[config.mk]
export PLATFORM = sky130hd
export DESIGN_NAME = bst_test_port
export DESIGN_NICKNAME = d
export VERILOG_FILES = /design/src/hw/bst_pkg.sv /design/src/hw/bst_test_port.sv
export VERILOG_INCLUDE_DIRS = /design/src /design/src/hw
export SDC_FILE = /design/constraint.sdc
export NUM_CORES = 1
export LEC_CHECK = 0
export ABC_AREA = 1
export BUFFER_PORTS_ARGS = -buffer_cell sky130_fd_sc_hd__buf_4
export CORE_MARGIN = 2
export CORE_UTILIZATION = 40
export DETAILED_ROUTE_END_ITERATION = 7
export GPL_TIMING_DRIVEN = 0
export PLACE_DENSITY = 0.62
export SLEW_MARGIN = 20
export SYNTH_ARGS = -nofsm -noshare
export SYNTH_HDL_FRONTEND = slang
export SYNTH_SLANG_ARGS = --single-unit
[constraint.sdc]
create_clock -name sys_clk -period 3.77 [get_ports sys_clk]
set_input_delay 1.131 -clock sys_clk [delete_from_list [all_inputs] [get_ports sys_clk]]
set_output_delay 1.131 -clock sys_clk [all_outputs]
set_load 0.02 [all_outputs]
[src/hw/bst_consts.svh]
`ifndef BST_CONSTS_SVH
`define BST_CONSTS_SVH

// ************************************************************
// chain geometry
// ************************************************************
`define BST_NUM_IN      4
`define BST_NUM_IO      96
`define BST_NUM_MC      16
`define BST_IO_CELL     3
`define BST_IO_IN_BIT   0
`define BST_IO_OUT_BIT  1
`define BST_IO_OE_BIT   2

// ************************************************************
// instruction register
// ************************************************************
`define BST_IR_W        4
`define BST_IR_CAPTURE  4'h1
`define BST_OP_EXTEST   4'h0
`define BST_OP_SAMPLE   4'h1
`define BST_OP_IDCODE   4'h2
`define BST_OP_PROG     4'h8
`define BST_OP_BYPASS   4'hF

// ************************************************************
// data registers, shared test pins, tdo buffer
// ************************************************************
`define BST_ID_W        32
`define BST_PROG_W      8
`define BST_TPIN_W      4
`define BST_TPIN_TDI    0
`define BST_TPIN_TMS    1
`define BST_TPIN_TCK    2
`define BST_TPIN_TDO    3
`define BST_FIFO_DEPTH  4

`endif

[src/hw/bst_pkg.sv]
package bst_pkg;
	typedef enum logic [3:0] {
		ST_RESET, ST_IDLE, ST_SEL_DR, ST_CAP_DR, ST_SHIFT_DR, ST_EXIT1_DR,
		ST_PAUSE_DR, ST_EXIT2_DR, ST_UPD_DR, ST_SEL_IR, ST_CAP_IR,
		ST_SHIFT_IR, ST_EXIT1_IR, ST_PAUSE_IR, ST_EXIT2_IR, ST_UPD_IR
	} bst_state_t;
endpackage

[src/hw/bst_test_port.sv]
`timescale 1ns/1ps
`include "bst_consts.svh"

// ************************************************************
// small valid/ready fifo
// ************************************************************
module bst_fifo #(
	parameter int WIDTH = 1,
	parameter int DEPTH = `BST_FIFO_DEPTH
) (
	input  wire logic             sys_clk,
	input  wire logic             rstn,
	input  wire logic [WIDTH-1:0] in_data,
	input  wire logic             in_valid,
	output logic                  in_ready,
	output logic      [WIDTH-1:0] out_data,
	output logic                  out_valid,
	input  wire logic             out_ready
);
	localparam int AW = $clog2(DEPTH);
	logic [WIDTH-1:0] mem [DEPTH];
	logic [AW-1:0]    wp_q, wp_d, rp_q, rp_d;
	logic [AW:0]      cnt_q, cnt_d;
	logic             push, pop;

	assign in_ready  = (cnt_q != (AW+1)'(DEPTH));
	assign out_valid = (cnt_q != '0);
	assign out_data  = mem[rp_q];
	assign push      = in_valid & in_ready;
	assign pop       = out_valid & out_ready;

	always_comb begin
		wp_d  = push ? AW'((32'(wp_q) + 1) % DEPTH) : wp_q;
		rp_d  = pop ? AW'((32'(rp_q) + 1) % DEPTH) : rp_q;
		cnt_d = cnt_q + (AW+1)'(push) - (AW+1)'(pop);
	end

	always_ff @(posedge sys_clk or negedge rstn) begin
		if (!rstn) begin
			wp_q  <= '0;
			rp_q  <= '0;
			cnt_q <= '0;
		end else begin
			wp_q  <= wp_d;
			rp_q  <= rp_d;
			cnt_q <= cnt_d;
		end
	end

	always_ff @(posedge sys_clk) begin
		if (push) begin
			mem[wp_q] <= in_data;
		end
	end
endmodule

// ************************************************************
// boundary scan test port
// ************************************************************
module bst_test_port import bst_pkg::*; #(
	parameter int          NUM_IO  = `BST_NUM_IO,
	parameter int          NUM_MC  = `BST_NUM_MC,
	// arbitrary identity value, lsb must stay one
	parameter logic [31:0] ID_CODE = 32'h0A5A_5001
) (
	input  wire logic                   sys_clk,
	input  wire logic                   rstn,
	input  wire logic                   bst_en,
	input  wire logic                   prog_en,
	input  wire logic [`BST_TPIN_W-1:0] tpin_i,
	output logic      [`BST_TPIN_W-1:0] tpin_o,
	output logic      [`BST_TPIN_W-1:0] tpin_oe_n,
	input  wire logic [`BST_TPIN_W-1:0] gpio_o,
	input  wire logic [`BST_TPIN_W-1:0] gpio_oe_n,
	output logic      [`BST_TPIN_W-1:0] gpio_i,
	input  wire logic [`BST_NUM_IN-1:0] in_pin_i,
	output logic      [`BST_NUM_IN-1:0] in_core,
	input  wire logic [NUM_IO-1:0]      io_pin_i,
	output logic      [NUM_IO-1:0]      io_pin_o,
	output logic      [NUM_IO-1:0]      io_pin_oe_n,
	input  wire logic [NUM_IO-1:0]      core_io_o,
	input  wire logic [NUM_IO-1:0]      core_io_oe,
	output logic      [NUM_IO-1:0]      io_core,
	input  wire logic [NUM_MC-1:0]      mc_val,
	output logic      [NUM_MC-1:0]      mc_force,
	output logic                        mc_force_en,
	output logic      [`BST_PROG_W-1:0] prog_data,
	output logic                        prog_wr
);
	localparam int IO_BASE = `BST_NUM_IN;
	localparam int MC_BASE = `BST_NUM_IN + `BST_IO_CELL * NUM_IO;
	localparam int BS_LEN  = MC_BASE + NUM_MC;

	// ************************************************************
	// pin synchronisers
	// ************************************************************
	logic [`BST_TPIN_W-1:0] tp_s1_q, tp_s2_q;
	logic [`BST_NUM_IN-1:0] in_s1_q, in_s2_q;
	logic [NUM_IO-1:0]      io_s1_q, io_s2_q;
	logic [1:0]             cfg_s1_q, cfg_s2_q;
	logic                   tck_prev_q;

	always_ff @(posedge sys_clk or negedge rstn) begin
		if (!rstn) begin
			tp_s1_q    <= '0;
			tp_s2_q    <= '0;
			in_s1_q    <= '0;
			in_s2_q    <= '0;
			io_s1_q    <= '0;
			io_s2_q    <= '0;
			cfg_s1_q   <= '0;
			cfg_s2_q   <= '0;
			tck_prev_q <= 1'b0;
		end else begin
			tp_s1_q    <= tpin_i;
			tp_s2_q    <= tp_s1_q;
			in_s1_q    <= in_pin_i;
			in_s2_q    <= in_s1_q;
			io_s1_q    <= io_pin_i;
			io_s2_q    <= io_s1_q;
			cfg_s1_q   <= {prog_en, bst_en};
			cfg_s2_q   <= cfg_s1_q;
			tck_prev_q <= tp_s2_q[`BST_TPIN_TCK];
		end
	end

	logic port_en, prog_ok, tck_rise, tck_fall, tms, tdi;
	assign port_en  = cfg_s2_q[0] | cfg_s2_q[1];
	assign prog_ok  = cfg_s2_q[1];
	assign tck_rise = port_en & tp_s2_q[`BST_TPIN_TCK] & ~tck_prev_q;
	assign tck_fall = port_en & ~tp_s2_q[`BST_TPIN_TCK] & tck_prev_q;
	assign tms      = tp_s2_q[`BST_TPIN_TMS];
	assign tdi      = tp_s2_q[`BST_TPIN_TDI];

	// ************************************************************
	// controller state and scan registers
	// ************************************************************
	bst_state_t              st_q, st_d;
	logic [`BST_IR_W-1:0]    ir_sh_q, ir_sh_d, ir_q, ir_d;
	logic                    byp_q, byp_d;
	logic [`BST_ID_W-1:0]    id_sh_q, id_sh_d;
	logic [`BST_PROG_W-1:0]  pg_sh_q, pg_sh_d, pg_q, pg_d;
	logic                    pg_wr_q, pg_wr_d;
	logic [BS_LEN-1:0]       bs_sh_q, bs_sh_d, bs_cap;
	logic [NUM_IO-1:0]       upd_out_q, upd_out_d, upd_oe_q, upd_oe_d;
	logic [NUM_MC-1:0]       upd_mc_q, upd_mc_d;
	logic                    tdo_q, tdo_d, fifo_push, fifo_ready, fifo_bit;
	logic                    fifo_out, fifo_valid;
	logic                    tdo_en_q, tdo_en_d;

	function automatic bst_state_t next_state(input bst_state_t s, input logic m);
		case (s)
			ST_RESET:    next_state = m ? ST_RESET : ST_IDLE;
			ST_IDLE:     next_state = m ? ST_SEL_DR : ST_IDLE;
			ST_SEL_DR:   next_state = m ? ST_SEL_IR : ST_CAP_DR;
			ST_CAP_DR:   next_state = m ? ST_EXIT1_DR : ST_SHIFT_DR;
			ST_SHIFT_DR: next_state = m ? ST_EXIT1_DR : ST_SHIFT_DR;
			ST_EXIT1_DR: next_state = m ? ST_UPD_DR : ST_PAUSE_DR;
			ST_PAUSE_DR: next_state = m ? ST_EXIT2_DR : ST_PAUSE_DR;
			ST_EXIT2_DR: next_state = m ? ST_UPD_DR : ST_SHIFT_DR;
			ST_UPD_DR:   next_state = m ? ST_SEL_DR : ST_IDLE;
			ST_SEL_IR:   next_state = m ? ST_RESET : ST_CAP_IR;
			ST_CAP_IR:   next_state = m ? ST_EXIT1_IR : ST_SHIFT_IR;
			ST_SHIFT_IR: next_state = m ? ST_EXIT1_IR : ST_SHIFT_IR;
			ST_EXIT1_IR: next_state = m ? ST_UPD_IR : ST_PAUSE_IR;
			ST_PAUSE_IR: next_state = m ? ST_EXIT2_IR : ST_PAUSE_IR;
			ST_EXIT2_IR: next_state = m ? ST_UPD_IR : ST_SHIFT_IR;
			ST_UPD_IR:   next_state = m ? ST_SEL_DR : ST_IDLE;
			default:     next_state = ST_RESET;
		endcase
	endfunction

	logic is_extest, is_sample, is_prog, is_id, is_bs;
	assign is_extest = (ir_q == `BST_OP_EXTEST);
	assign is_sample = (ir_q == `BST_OP_SAMPLE);
	assign is_id     = (ir_q == `BST_OP_IDCODE);
	assign is_prog   = (ir_q == `BST_OP_PROG) & prog_ok;
	assign is_bs     = is_extest | is_sample;

	always_comb begin
		bs_cap = '0;
		bs_cap[`BST_NUM_IN-1:0] = in_s2_q;
		for (int i = 0; i < NUM_IO; i++) begin
			bs_cap[IO_BASE + `BST_IO_CELL*i + `BST_IO_IN_BIT]  = io_s2_q[i];
			bs_cap[IO_BASE + `BST_IO_CELL*i + `BST_IO_OUT_BIT] = io_pin_o[i];
			bs_cap[IO_BASE + `BST_IO_CELL*i + `BST_IO_OE_BIT]  = ~io_pin_oe_n[i];
		end
		bs_cap[BS_LEN-1:MC_BASE] = mc_val;
	end

	always_comb begin
		st_d      = st_q;
		ir_sh_d   = ir_sh_q;
		ir_d      = ir_q;
		byp_d     = byp_q;
		id_sh_d   = id_sh_q;
		pg_sh_d   = pg_sh_q;
		pg_d      = pg_q;
		pg_wr_d   = 1'b0;
		bs_sh_d   = bs_sh_q;
		upd_out_d = upd_out_q;
		upd_oe_d  = upd_oe_q;
		upd_mc_d  = upd_mc_q;
		fifo_push = 1'b0;
		fifo_bit  = 1'b0;
		// a rise is dropped while the tdo buffer is full
		if (tck_rise && fifo_ready) begin
			st_d = next_state(st_q, tms);
			case (st_q)
				ST_CAP_IR: ir_sh_d = `BST_IR_CAPTURE;
				ST_SHIFT_IR: ir_sh_d = {tdi, ir_sh_q[`BST_IR_W-1:1]};
				ST_CAP_DR: begin
					byp_d   = 1'b0;
					id_sh_d = ID_CODE;
					pg_sh_d = pg_q;
					if (is_bs) begin
						bs_sh_d = bs_cap;
					end
				end
				ST_SHIFT_DR: begin
					if (is_bs) begin
						bs_sh_d = {tdi, bs_sh_q[BS_LEN-1:1]};
					end else if (is_id) begin
						id_sh_d = {tdi, id_sh_q[`BST_ID_W-1:1]};
					end else if (is_prog) begin
						pg_sh_d = {tdi, pg_sh_q[`BST_PROG_W-1:1]};
					end else begin
						byp_d = tdi;
					end
				end
				default: begin
				end
			endcase
			if (st_d == ST_SHIFT_IR) begin
				fifo_push = 1'b1;
				fifo_bit  = ir_sh_d[0];
			end else if (st_d == ST_SHIFT_DR) begin
				fifo_push = 1'b1;
				fifo_bit  = is_bs ? bs_sh_d[0] : is_id ? id_sh_d[0] :
				            is_prog ? pg_sh_d[0] : byp_d;
			end
		end
		if (tck_fall) begin
			if (st_q == ST_UPD_IR) begin
				ir_d = ir_sh_q;
			end
			if (st_q == ST_UPD_DR) begin
				if (is_bs) begin
					for (int i = 0; i < NUM_IO; i++) begin
						upd_out_d[i] = bs_sh_q[IO_BASE + `BST_IO_CELL*i + `BST_IO_OUT_BIT];
						upd_oe_d[i]  = bs_sh_q[IO_BASE + `BST_IO_CELL*i + `BST_IO_OE_BIT];
					end
					upd_mc_d = bs_sh_q[BS_LEN-1:MC_BASE];
				end
				if (is_prog) begin
					pg_d    = pg_sh_q;
					pg_wr_d = 1'b1;
				end
			end
		end
		if (st_q == ST_RESET) begin
			ir_d = `BST_OP_IDCODE;
		end
	end

	// tdo after falling edge
	// driver follows the falling tck too, so the last bit still stands at the next rise
	always_comb begin
		tdo_d    = tdo_q;
		tdo_en_d = tdo_en_q;
		if (tck_fall) begin
			tdo_en_d = (st_q == ST_SHIFT_DR) | (st_q == ST_SHIFT_IR);
			if (fifo_valid) begin
				tdo_d = fifo_out;
			end
		end
	end

	always_ff @(posedge sys_clk or negedge rstn) begin
		if (!rstn) begin
			st_q      <= ST_RESET;
			ir_sh_q   <= '0;
			ir_q      <= `BST_OP_IDCODE;
			byp_q     <= 1'b0;
			id_sh_q   <= '0;
			pg_sh_q   <= '0;
			pg_q      <= '0;
			pg_wr_q   <= 1'b0;
			bs_sh_q   <= '0;
			upd_out_q <= '0;
			upd_oe_q  <= '0;
			upd_mc_q  <= '0;
			tdo_q     <= 1'b0;
			tdo_en_q  <= 1'b0;
		end else begin
			st_q      <= st_d;
			ir_sh_q   <= ir_sh_d;
			ir_q      <= ir_d;
			byp_q     <= byp_d;
			id_sh_q   <= id_sh_d;
			pg_sh_q   <= pg_sh_d;
			pg_q      <= pg_d;
			pg_wr_q   <= pg_wr_d;
			bs_sh_q   <= bs_sh_d;
			upd_out_q <= upd_out_d;
			upd_oe_q  <= upd_oe_d;
			upd_mc_q  <= upd_mc_d;
			tdo_q     <= tdo_d;
			tdo_en_q  <= tdo_en_d;
		end
	end

	bst_fifo #(
		.WIDTH (1),
		.DEPTH (`BST_FIFO_DEPTH)
	) u_tdo_fifo (
		.sys_clk   (sys_clk),
		.rstn      (rstn),
		.in_data   (fifo_bit),
		.in_valid  (fifo_push),
		.in_ready  (fifo_ready),
		.out_data  (fifo_out),
		.out_valid (fifo_valid),
		.out_ready (tck_fall)
	);

	// ************************************************************
	// pin drivers, all registered
	// ************************************************************
	logic ext_on;
	assign ext_on   = is_extest & port_en & (st_q != ST_RESET);

	always_ff @(posedge sys_clk or negedge rstn) begin
		if (!rstn) begin
			io_pin_o    <= '0;
			io_pin_oe_n <= '1;
			io_core     <= '0;
			in_core     <= '0;
			mc_force    <= '0;
			mc_force_en <= 1'b0;
			tpin_o      <= '0;
			tpin_oe_n   <= '1;
			gpio_i      <= '0;
			prog_data   <= '0;
			prog_wr     <= 1'b0;
		end else begin
			io_pin_o    <= ext_on ? upd_out_q : core_io_o;
			io_pin_oe_n <= ext_on ? ~upd_oe_q : ~core_io_oe;
			io_core     <= io_s2_q;
			in_core     <= in_s2_q;
			mc_force    <= upd_mc_q;
			mc_force_en <= ext_on;
			gpio_i      <= tp_s2_q;
			prog_data   <= pg_q;
			prog_wr     <= pg_wr_q;
			if (port_en) begin
				tpin_o                 <= '0;
				tpin_oe_n              <= '1;
				tpin_o[`BST_TPIN_TDO]    <= tdo_q;
				tpin_oe_n[`BST_TPIN_TDO] <= ~tdo_en_q;
			end else begin
				tpin_o    <= gpio_o;
				tpin_oe_n <= gpio_oe_n;
			end
		end
	end
endmodule

==> impl_summary.log, run 1 <==
INFO  metric outcome = complete, no violations
INFO  metric post_route_cells_drive_above_1_share = 33.16%
INFO  metric net-switching-power = 8152 uW
INFO  metric tcrit_tclk_final = 85.31%
INFO  metric postSynthCellCount = 3629
INFO  metric finalSetupViolCount = 0
INFO  metric peakVddDrop = 375.1 uV
INFO  metric grt_max_degree = 147
INFO  metric cts_hold_buffers = 0
INFO  metric routabilityCongestion = 0.8536
INFO  metric crit_path_cell_chain = buf_2 -> nor2_2 -> nand2_2 -> nand2_2 -> inv_2 -> nor3_2 -> buf_4 -> buf_2 -> buf_4 -> a31oi_1
INFO  metric number_of_drc_violations_after_detailed_routing_iteration_0 = 2192
INFO  metric die_footprint = 107600 sq um
INFO  metric drtAntennaViolNets = 0
INFO  metric setup_tns = 0 ps
INFO  metric power_frac_clock = 41.1%
INFO  metric p_int = 21440 uW
INFO  metric layout-area-overhead-vs-synth = 26.32%
INFO  metric die_width = 328.1 um
INFO  metric dp.cells = 5672
INFO  metric fin_skew = 15.84 ps
INFO  metric hold_violations = 0
INFO  metric crit_buf_inv = 5
INFO  metric portBuffers = 653
INFO  metric cpPeakStageDelay = 530 ps
INFO  metric cts_sinks = 1133
INFO  metric clock.fmax = 310.9 MHz
INFO  metric drv.max_cap_violation_count = 0
INFO  metric layout_min_cycle_time = 3216 ps
INFO  metric preCtsSetupSlack = 254.3 ps
INFO  metric synth.ff_latch_count = 1133
INFO  metric path_class = flip-flop to flip-flop
INFO  metric tritoncts_clock_tree = built
INFO  metric clk_pin_slew = 60 ps
INFO  metric power.share.sequential = 45.5%
INFO  metric post_cts.resized_instances = 0
INFO  metric routed_via_density = 4.963
INFO  metric drt-wirelength-per-cell = 20.69 um
INFO  metric io-pin-count = 654
INFO  metric yosys.area.top_type_share = 61.23%
INFO  metric post-route-drc-count = 0
INFO  metric detailed_place_hpwl = 87800 um
INFO  metric core_area = 103800 sq um
INFO  metric class_of_the_most_critical_hold_timing_path = primary input to async pin
INFO  metric arrival = 3770 ps
INFO  metric postSynthNetCount = 3960
INFO  metric number_of_cells_on_the_critical_path = 10
INFO  metric tritoncts.num_buffers = 119
INFO  metric stdcell_count = 5903
INFO  metric grt_pass1_wl = 184400 um
INFO  metric finalMaxSlewViolations = 0
INFO  metric dr_total_vias = 29300
INFO  metric grt_pass1_vias = 29650
INFO  metric part_of_the_total_power_dissipated_in_combinational_logic = 13.5%
INFO  metric ys_top_cells_by_area = sky130_fd_sc_hd__dfrtp_1, sky130_fd_sc_hd__nand2_1, sky130_fd_sc_hd__dfstp_2
INFO  metric static_leakage = 0.02576 uW
INFO  metric iteration_count_of_the_initial_detailed_routing_pass = 7
INFO  metric worst_slack = 553.7 ps
INFO  metric cellPowerDensity = 557.6 nW/um^2
INFO  metric worstRegToRegCells = 10
INFO  metric power.switching_fraction = 27.55%
INFO  metric layout.nets = 4744
INFO  metric tightest_slew = 915.1 ps
INFO  metric cts_post_setup_buffers_inserted = 0
INFO  metric grt_remaining_overflow = 0
INFO  metric yosysWarningCount = 0
INFO  metric syn-mean-instance-area = 11.58 sq um
INFO  metric synth_cell_types = 35
INFO  metric crit_fanout = 10
INFO  metric n_fill_cell = 9266
INFO  metric timing.max_slew.rel_slack = 38.99%
INFO  metric worstPathRequired = 4320 ps
INFO  metric critical-path-slowest-cell = sky130_fd_sc_hd__nor3_2
INFO  metric die_height = 328.1 um
INFO  metric startpoint_type = flip-flop
INFO  metric cp_top_family = buffers and inverters
INFO  metric grt_setup_unrepaired = false
INFO  metric grt_usage = 22.60%
INFO  metric clock_path_buffers = 3
INFO  metric initial_antenna_violation_count = 21
INFO  metric floorplan.initialDensity = 40.48%
INFO  metric finalWirelength = 122100 um
INFO  metric yosysTopAreaCell = sky130_fd_sc_hd__dfrtp_1
INFO  metric synth_seq_area_share = 67.84%
INFO  metric root_buffer = sky130_fd_sc_hd__clkbuf_16
INFO  metric timing.critical_path.to_type = flip-flop
INFO  metric h-tree-depth = 3
INFO  metric worst_skew_pair.late_latency = 700 ps
INFO  metric num_rows = 118
INFO  metric summed_instance_area_of_the_synthesized_netlist = 42010 sq um
## cells in the mapped netlist
| library cell | n |
|---|---|
| sky130_fd_sc_hd__mux2_2 | 208 |
| sky130_fd_sc_hd__mux2i_1 | 96 |
| sky130_fd_sc_hd__nand3b_1 | 1 |
| sky130_fd_sc_hd__dfrtp_1 | 1028 |
| sky130_fd_sc_hd__buf_2 | 65 |
| sky130_fd_sc_hd__nor2_4 | 1 |
| sky130_fd_sc_hd__o21bai_1 | 1 |
| sky130_fd_sc_hd__dfstp_2 | 101 |
| sky130_fd_sc_hd__a32o_1 | 2 |
| sky130_fd_sc_hd__nand2_2 | 2 |
| sky130_fd_sc_hd__clkbuf_1 | 85 |
| sky130_fd_sc_hd__nand3_1 | 22 |
| sky130_fd_sc_hd__buf_6 | 6 |
| sky130_fd_sc_hd__a41oi_1 | 1 |
| sky130_fd_sc_hd__o21ai_0 | 54 |
| sky130_fd_sc_hd__o2111ai_1 | 1 |
| sky130_fd_sc_hd__o22ai_1 | 27 |
| sky130_fd_sc_hd__o21ai_1 | 4 |
| sky130_fd_sc_hd__nand2_1 | 906 |
| sky130_fd_sc_hd__inv_2 | 3 |
| sky130_fd_sc_hd__nor3_2 | 1 |
| sky130_fd_sc_hd__edfxtp_1 | 4 |
| sky130_fd_sc_hd__nor3_1 | 1 |
| sky130_fd_sc_hd__nor2_1 | 344 |
| sky130_fd_sc_hd__a31oi_1 | 309 |
| sky130_fd_sc_hd__fa_1 | 1 |
| sky130_fd_sc_hd__xor2_1 | 3 |
| sky130_fd_sc_hd__or2_2 | 98 |
| sky130_fd_sc_hd__buf_4 | 134 |
| sky130_fd_sc_hd__inv_1 | 86 |
| sky130_fd_sc_hd__buf_1 | 11 |
| sky130_fd_sc_hd__a21oi_1 | 8 |
| sky130_fd_sc_hd__nand4_1 | 5 |
| sky130_fd_sc_hd__nor2_2 | 4 |
| sky130_fd_sc_hd__ha_1 | 6 |
## power by group through the flow
stage / Sequential [uW] / Clock, uW / Combinational, uW
floorplan: 13700 / 0 / 2080
global placement: 13700 / 0 / 3930
detailed placement: 13700 / 0 / 4010
CTS: 13500 / 12400 / 4030
global route: 13500 / 12900 / 4440
finish: 13500 / 12200 / 3980
## metal layers
metal / vias to the layer above / GRT usage [%] / part of all wire [%]
met3: 182 / 4.499 / 6.1
met2: 866 / 36.43 / 48
met5: - / 0 / 0.053
met4: 10 / 7.369 / 2.6
li1: 13480 / - / -
met1: 14760 / 30.71 / 43
## flip-flops by register name, indices dropped and copies added, names as in the netlist, 16 cells and up
signal and cells:
bs_sh_q 308, io_core 96, io_pin_o 96, io_s2_q 96, id_sh_q 32, io_pin_oe_n 96, upd_oe_q 96, upd_out_q 96
upd_mc_q 16, mc_force 16, io_s1_q 96
## worst register-to-register path: stages (launching register included)
cell	delay (ps)
sky130_fd_sc_hd__dfrtp_1	350
sky130_fd_sc_hd__buf_2	180
sky130_fd_sc_hd__nor2_2	210
sky130_fd_sc_hd__nand2_2	320
sky130_fd_sc_hd__nand2_2	230
sky130_fd_sc_hd__inv_2	60
sky130_fd_sc_hd__nor3_2	530
sky130_fd_sc_hd__buf_4	340
sky130_fd_sc_hd__buf_2	470
sky130_fd_sc_hd__buf_4	290
sky130_fd_sc_hd__a31oi_1	100
## cells by family (layout without fill, tap and decap cells)
group | after synthesis | in the layout | share of synthesized area, %
xor gates and xnor gates | 3 | 3 | 0.06255
and+or+nand+nor | 1385 | 1385 | 13.13
AOI/OAI and AO/OA | 407 | 407 | 5.897
buffers and inverters | 390 | 1276 | 4.983
DFF | 1133 | 1133 | 67.84
adders and majority gates | 7 | 7 | 0.2263
other | 0 | 8 | 0
muxes | 304 | 304 | 7.863
## path summary, 6_finish.rpt
check	from	to	slack, ps
worst max-delay path	st_q[3]	bs_sh_q[179]	550
worst min-delay path	rstn	io_pin_o[8]	340
worst max register to register	st_q[3]	bs_sh_q[179]	550
worst min register to register	io_s1_q[53]	io_s2_q[53]	340
max in group asynchronous	rstn	io_s1_q[56]	1000
min in group sys_clk	io_s1_q[53]	io_s2_q[53]	340
## layout make-up
class	instances	area, sq um	area share [%]
inverters	89	334.1	0.6295
plain buffers	301	1765	3.327
well taps	1380	1727	3.254
repair buffers	663	5197	9.794
multi-input cells	2106	11420	21.52
clock buffers	160	3383	6.375
clock inverters	63	721.9	1.360
diodes	8	20.02	0.03772
flip-flops and latches	1133	28500	53.70
## cell usage in the layout, fill, tap and decap left out, types with 65 or more instances in the layout
| cell type | n |
|---|---|
| sky130_fd_sc_hd__inv_1 | 86 |
| sky130_fd_sc_hd__a31oi_1 | 309 |
| sky130_fd_sc_hd__dfstp_2 | 101 |
| sky130_fd_sc_hd__clkbuf_16 | 120 |
| sky130_fd_sc_hd__clkbuf_1 | 97 |
| sky130_fd_sc_hd__buf_2 | 65 |
| sky130_fd_sc_hd__nand2_1 | 906 |
| sky130_fd_sc_hd__mux2_2 | 208 |
| sky130_fd_sc_hd__dfrtp_1 | 1028 |
| sky130_fd_sc_hd__or2_2 | 98 |
| sky130_fd_sc_hd__mux2i_1 | 96 |
| sky130_fd_sc_hd__buf_4 | 786 |
| sky130_fd_sc_hd__nor2_1 | 344 |
## stage by stage
step           utilization [%]  hold slack [ps]  power [uW]  area [sq um]
4_1_cts                  51.11            314.8       29910         53050
5_1_grt                  51.13            350.0       30920         53060
3_3_place_gp             46.86            331.1       17590         48640
3_5_place_dp             47.15            334.7       17670         48940
2_1_floorplan                -            331.2       15750         42010
6_report                 51.13            340.1       29590         53070
(Power assumes the default switching activity.)
==> run 2: changes to the inputs <==
CORE_UTILIZATION = 61   (was 40)
PLACE_DENSITY = 0.87   (was 0.62)
SLEW_MARGIN = unset   (was 20)
==> run 2 against run 1 <==
  * The run now ends with max-capacitance violations left
  * Sequential cell count unchanged
  * Count of clock-buffer cells in the layout down 4
  * Critical path depth fell by 1
  * Die area fell by 34%
  * Cell area fell by 2.0%
  * Critical endpoint is now upd_oe_q[83]
  * Largest cell class unchanged
==> impl_summary.log, run 2 (synthesis results as in run 1) <==
INFO  metric grt_max_degree = 187 (was 147)
INFO  metric stdcell_count = 5393 (was 5903)
INFO  metric power.switching_fraction = 28.11% (was 27.55%)
INFO  metric grt_pass1_vias = 31970 (was 29650)
INFO  metric worst_slack = 490.6 ps (was 553.7 ps)
INFO  metric class_of_the_most_critical_hold_timing_path = flip-flop to flip-flop (was primary input to async pin)
INFO  metric outcome = complete, but fails checks (was complete, no violations)
INFO  metric grt_setup_unrepaired = false (unchanged)
INFO  metric cp_top_family = buffers and inverters (unchanged)
INFO  metric mostFrequentLayoutCell = sky130_fd_sc_hd__dfrtp_1 (unchanged)
INFO  metric post_route_cells_drive_above_1_share = 32.55% (was 33.16%)
INFO  metric finalMaxSlewViolations = 0 (unchanged)
INFO  metric most_used_cells_in_the_layout_excluding_fill_and_tap_cells = sky130_fd_sc_hd__dfrtp_1, sky130_fd_sc_hd__nand2_1, sky130_fd_sc_hd__buf_4 (unchanged)
INFO  metric holdPathEnd = io_s2_q[21]
INFO  metric tritoncts_clock_tree = built (unchanged)
INFO  metric power_frac_clock = 38.9% (was 41.1%)
INFO  metric r2r_end = upd_oe_q[83] (was bs_sh_q[179])
INFO  metric critical-path-slowest-cell = sky130_fd_sc_hd__buf_2 (was sky130_fd_sc_hd__nor3_2)
INFO  metric worstRegToRegCells = 9 (was 10)
INFO  metric cts_post_setup_buffers_inserted = 0 (unchanged)
INFO  metric layout.nets = 4731 (was 4744)
INFO  metric clock.fmax = 304.9 MHz (was 310.9 MHz)
INFO  metric hold_path_depth = 0
INFO  metric crit_path_cell_chain = nor2_2 -> inv_1 -> nand3_1 -> nor2_1 -> nand2_1 -> buf_2 -> buf_2 -> buf_4 -> mux2_2 (was buf_2 -> nor2_2 -> nand2_2 -> nand2_2 -> inv_2 -> nor3_2 -> buf_4 -> buf_2 -> buf_4 -> a31oi_1)
INFO  metric crit_fanout = 10 (unchanged)
INFO  metric static_leakage = 0.02555 uW (was 0.02576 uW)
INFO  metric part_of_the_total_power_dissipated_in_combinational_logic = 14.2% (was 13.5%)
INFO  metric die_width = 266.4 um (was 328.1 um)
INFO  metric layout-area-overhead-vs-synth = 23.73% (was 26.32%)
INFO  metric initial_antenna_violation_count = 15 (was 21)
INFO  metric grt_pass1_wl = 188400 um (was 184400 um)
INFO  metric grt_usage = 35.24% (was 22.60%)
INFO  metric n_fill_cell = 3989 (was 9266)
INFO  metric dr_total_vias = 31400 (was 29300)
INFO  metric worstHoldStart = io_s1_q[21]
INFO  metric grt_remaining_overflow = 0 (unchanged)
INFO  metric drt-wirelength-per-cell = 23.32 um (was 20.69 um)
INFO  metric die_footprint = 70990 sq um (was 107600 sq um)
INFO  metric startpoint_type = flip-flop (unchanged)
INFO  metric dp.cells = 5171 (was 5672)
INFO  metric floorplan.initialDensity = 61.47% (was 40.48%)
INFO  metric routed_via_density = 5.823 (was 4.963)
INFO  metric clk_pin_slew = 70 ps (was 60 ps)
INFO  metric net-switching-power = 8086 uW (was 8152 uW)
INFO  metric num_rows = 96 (was 118)
INFO  metric tightest_slew = 1489 ps (was 915.1 ps)
INFO  metric worst_skew_pair.late_latency = 680 ps (was 700 ps)
INFO  metric layout_min_cycle_time = 3279 ps (was 3216 ps)
INFO  metric timing.critical_path.to_type = flip-flop (unchanged)
INFO  metric worstPathRequired = 4310 ps (was 4320 ps)
INFO  metric power.share.sequential = 46.9% (was 45.5%)
INFO  metric drtAntennaViolNets = 0 (unchanged)
INFO  metric routabilityCongestion = 0.9168 (was 0.8536)
INFO  metric die_height = 266.4 um (was 328.1 um)
INFO  metric crit_buf_inv = 4 (was 5)
INFO  metric post-route-drc-count = 0 (unchanged)
INFO  metric peakVddDrop = 496.8 uV (was 375.1 uV)
INFO  metric r2r_start = cfg_s2_q[1] (was st_q[3])
INFO  metric finalSetupViolCount = 0 (unchanged)
INFO  metric crit_path_frequent_cell = sky130_fd_sc_hd__buf_2
INFO  metric drv.max_cap_violation_count = 1 (was 0)
INFO  metric p_int = 20680 uW (was 21440 uW)
INFO  metric cts_hold_buffers = 0 (unchanged)
INFO  metric finalWirelength = 125800 um (was 122100 um)
INFO  metric hold_violations = 0 (unchanged)
INFO  metric post_cts.resized_instances = 0 (unchanged)
INFO  metric root_buffer = sky130_fd_sc_hd__clkbuf_16 (unchanged)
INFO  metric cpPeakStageDelay = 520 ps (was 530 ps)
INFO  metric path_class = flip-flop to flip-flop (unchanged)
INFO  metric detailed_place_hpwl = 84170 um (was 87800 um)
INFO  metric iteration_count_of_the_initial_detailed_routing_pass = 6 (was 7)
INFO  metric preCtsSetupSlack = -367.0 ps (was 254.3 ps)
INFO  metric h-tree-depth = 3 (unchanged)
INFO  metric clock_path_buffers = 3 (unchanged)
INFO  metric arrival = 3810 ps (was 3770 ps)
INFO  metric cellPowerDensity = 553.5 nW/um^2 (was 557.6 nW/um^2)
INFO  metric core_area = 68350 sq um (was 103800 sq um)
INFO  metric r2r_setup_slack = 490 ps (was 550 ps)
INFO  metric io-pin-count = 654 (unchanged)
INFO  metric number_of_drc_violations_after_detailed_routing_iteration_0 = 3477 (was 2192)
INFO  metric fin_skew = 30.49 ps (was 15.84 ps)
INFO  metric tcrit_tclk_final = 86.99% (was 85.31%)
INFO  metric failing_checks = max-capacitance violations
INFO  metric largest_reg_flops = 308 (unchanged)
INFO  metric cts_sinks = 1133 (unchanged)
INFO  metric portBuffers = 653 (unchanged)
INFO  metric timing.max_slew.rel_slack = 0.7291% (was 38.99%)
INFO  metric largest_register = bs_sh_q (unchanged)
INFO  metric tritoncts.num_buffers = 108 (was 119)
run 2: per-layer routing:
| layer | share of wire, % | GRT usage (%) |
|---|---|---|
| met1 | 36 | 43.95 |
| met2 | 49 | 57.01 |
| met3 | 9.1 | 8.433 |
| met4 | 6.0 | 19.92 |
| met5 | 0.033 | 0 |
run 2: power by group through the flow:
stage	combinational (uW)	clock, uW	sequential, uW
2_1_floorplan	2080	0	13700
3_3_place_gp	3820	0	13600
3_5_place_dp	3960	0	13700
4_1_cts	4040	11200	13500
5_1_grt	4440	11700	13600
6_report	4070	11200	13500
run 2: per-stage QoR:
stage	hold slack (ps)	instance area [sq um]	total power, uW	TNS (ps)	utilization [%]
after floorplan	331.2	42010	15750	0	-
after global placement	331.4	48020	17460	-	70.26
after detailed placement	334.7	48230	17620	-61100	70.57
after CTS	346.9	51910	28750	0	75.96
after global routing	350.2	51960	29730	0	76.03
final	342.2	51980	28770	0	76.05
run 2: worst max-delay path by stage:
stage / cells after the start / endpoint / slack (ps) / start
6_report: 9 / upd_oe_q[83] / 490 / cfg_s2_q[1]
4_1_cts: 5 / io_s2_q[51] / 340 / rstn
3_5_place_dp: 5 / io_core[48] / -370 / rstn
3_3_place_gp: 1 / io_core[48] / -11190 / rstn
2_1_floorplan: 15 / u_tdo_fifo.cnt_q[2] / 1420 / st_q[0]
5_1_grt: 5 / io_pin_oe_n[55] / 340 / rstn
run 2: layout make-up:
| cell class | instances | area, sq um | share of cell area, % |
|---|---|---|---|
| antenna | 16 | 40.04 | 0.07703 |
| multi-input combinational | 2106 | 11420 | 21.97 |
| inverter | 89 | 334.1 | 0.6427 |
| sequential | 1133 | 28500 | 54.83 |
| timing repair buffer | 661 | 5140 | 9.888 |
| clock inverter | 49 | 576.8 | 1.110 |
| clock buffer | 156 | 3105 | 5.974 |
| buffer | 301 | 1762 | 3.389 |
| tap | 882 | 1104 | 2.123 |
run 2: worst reg2reg max path: stages, from the launching register on:
cell                      delay [ps]
sky130_fd_sc_hd__dfrtp_1         440
sky130_fd_sc_hd__nor2_2          310
sky130_fd_sc_hd__inv_1           240
sky130_fd_sc_hd__nand3_1         280
sky130_fd_sc_hd__nor2_1          130
sky130_fd_sc_hd__nand2_1          90
sky130_fd_sc_hd__buf_2           430
sky130_fd_sc_hd__buf_2           530
sky130_fd_sc_hd__buf_4           330
sky130_fd_sc_hd__mux2_2          380
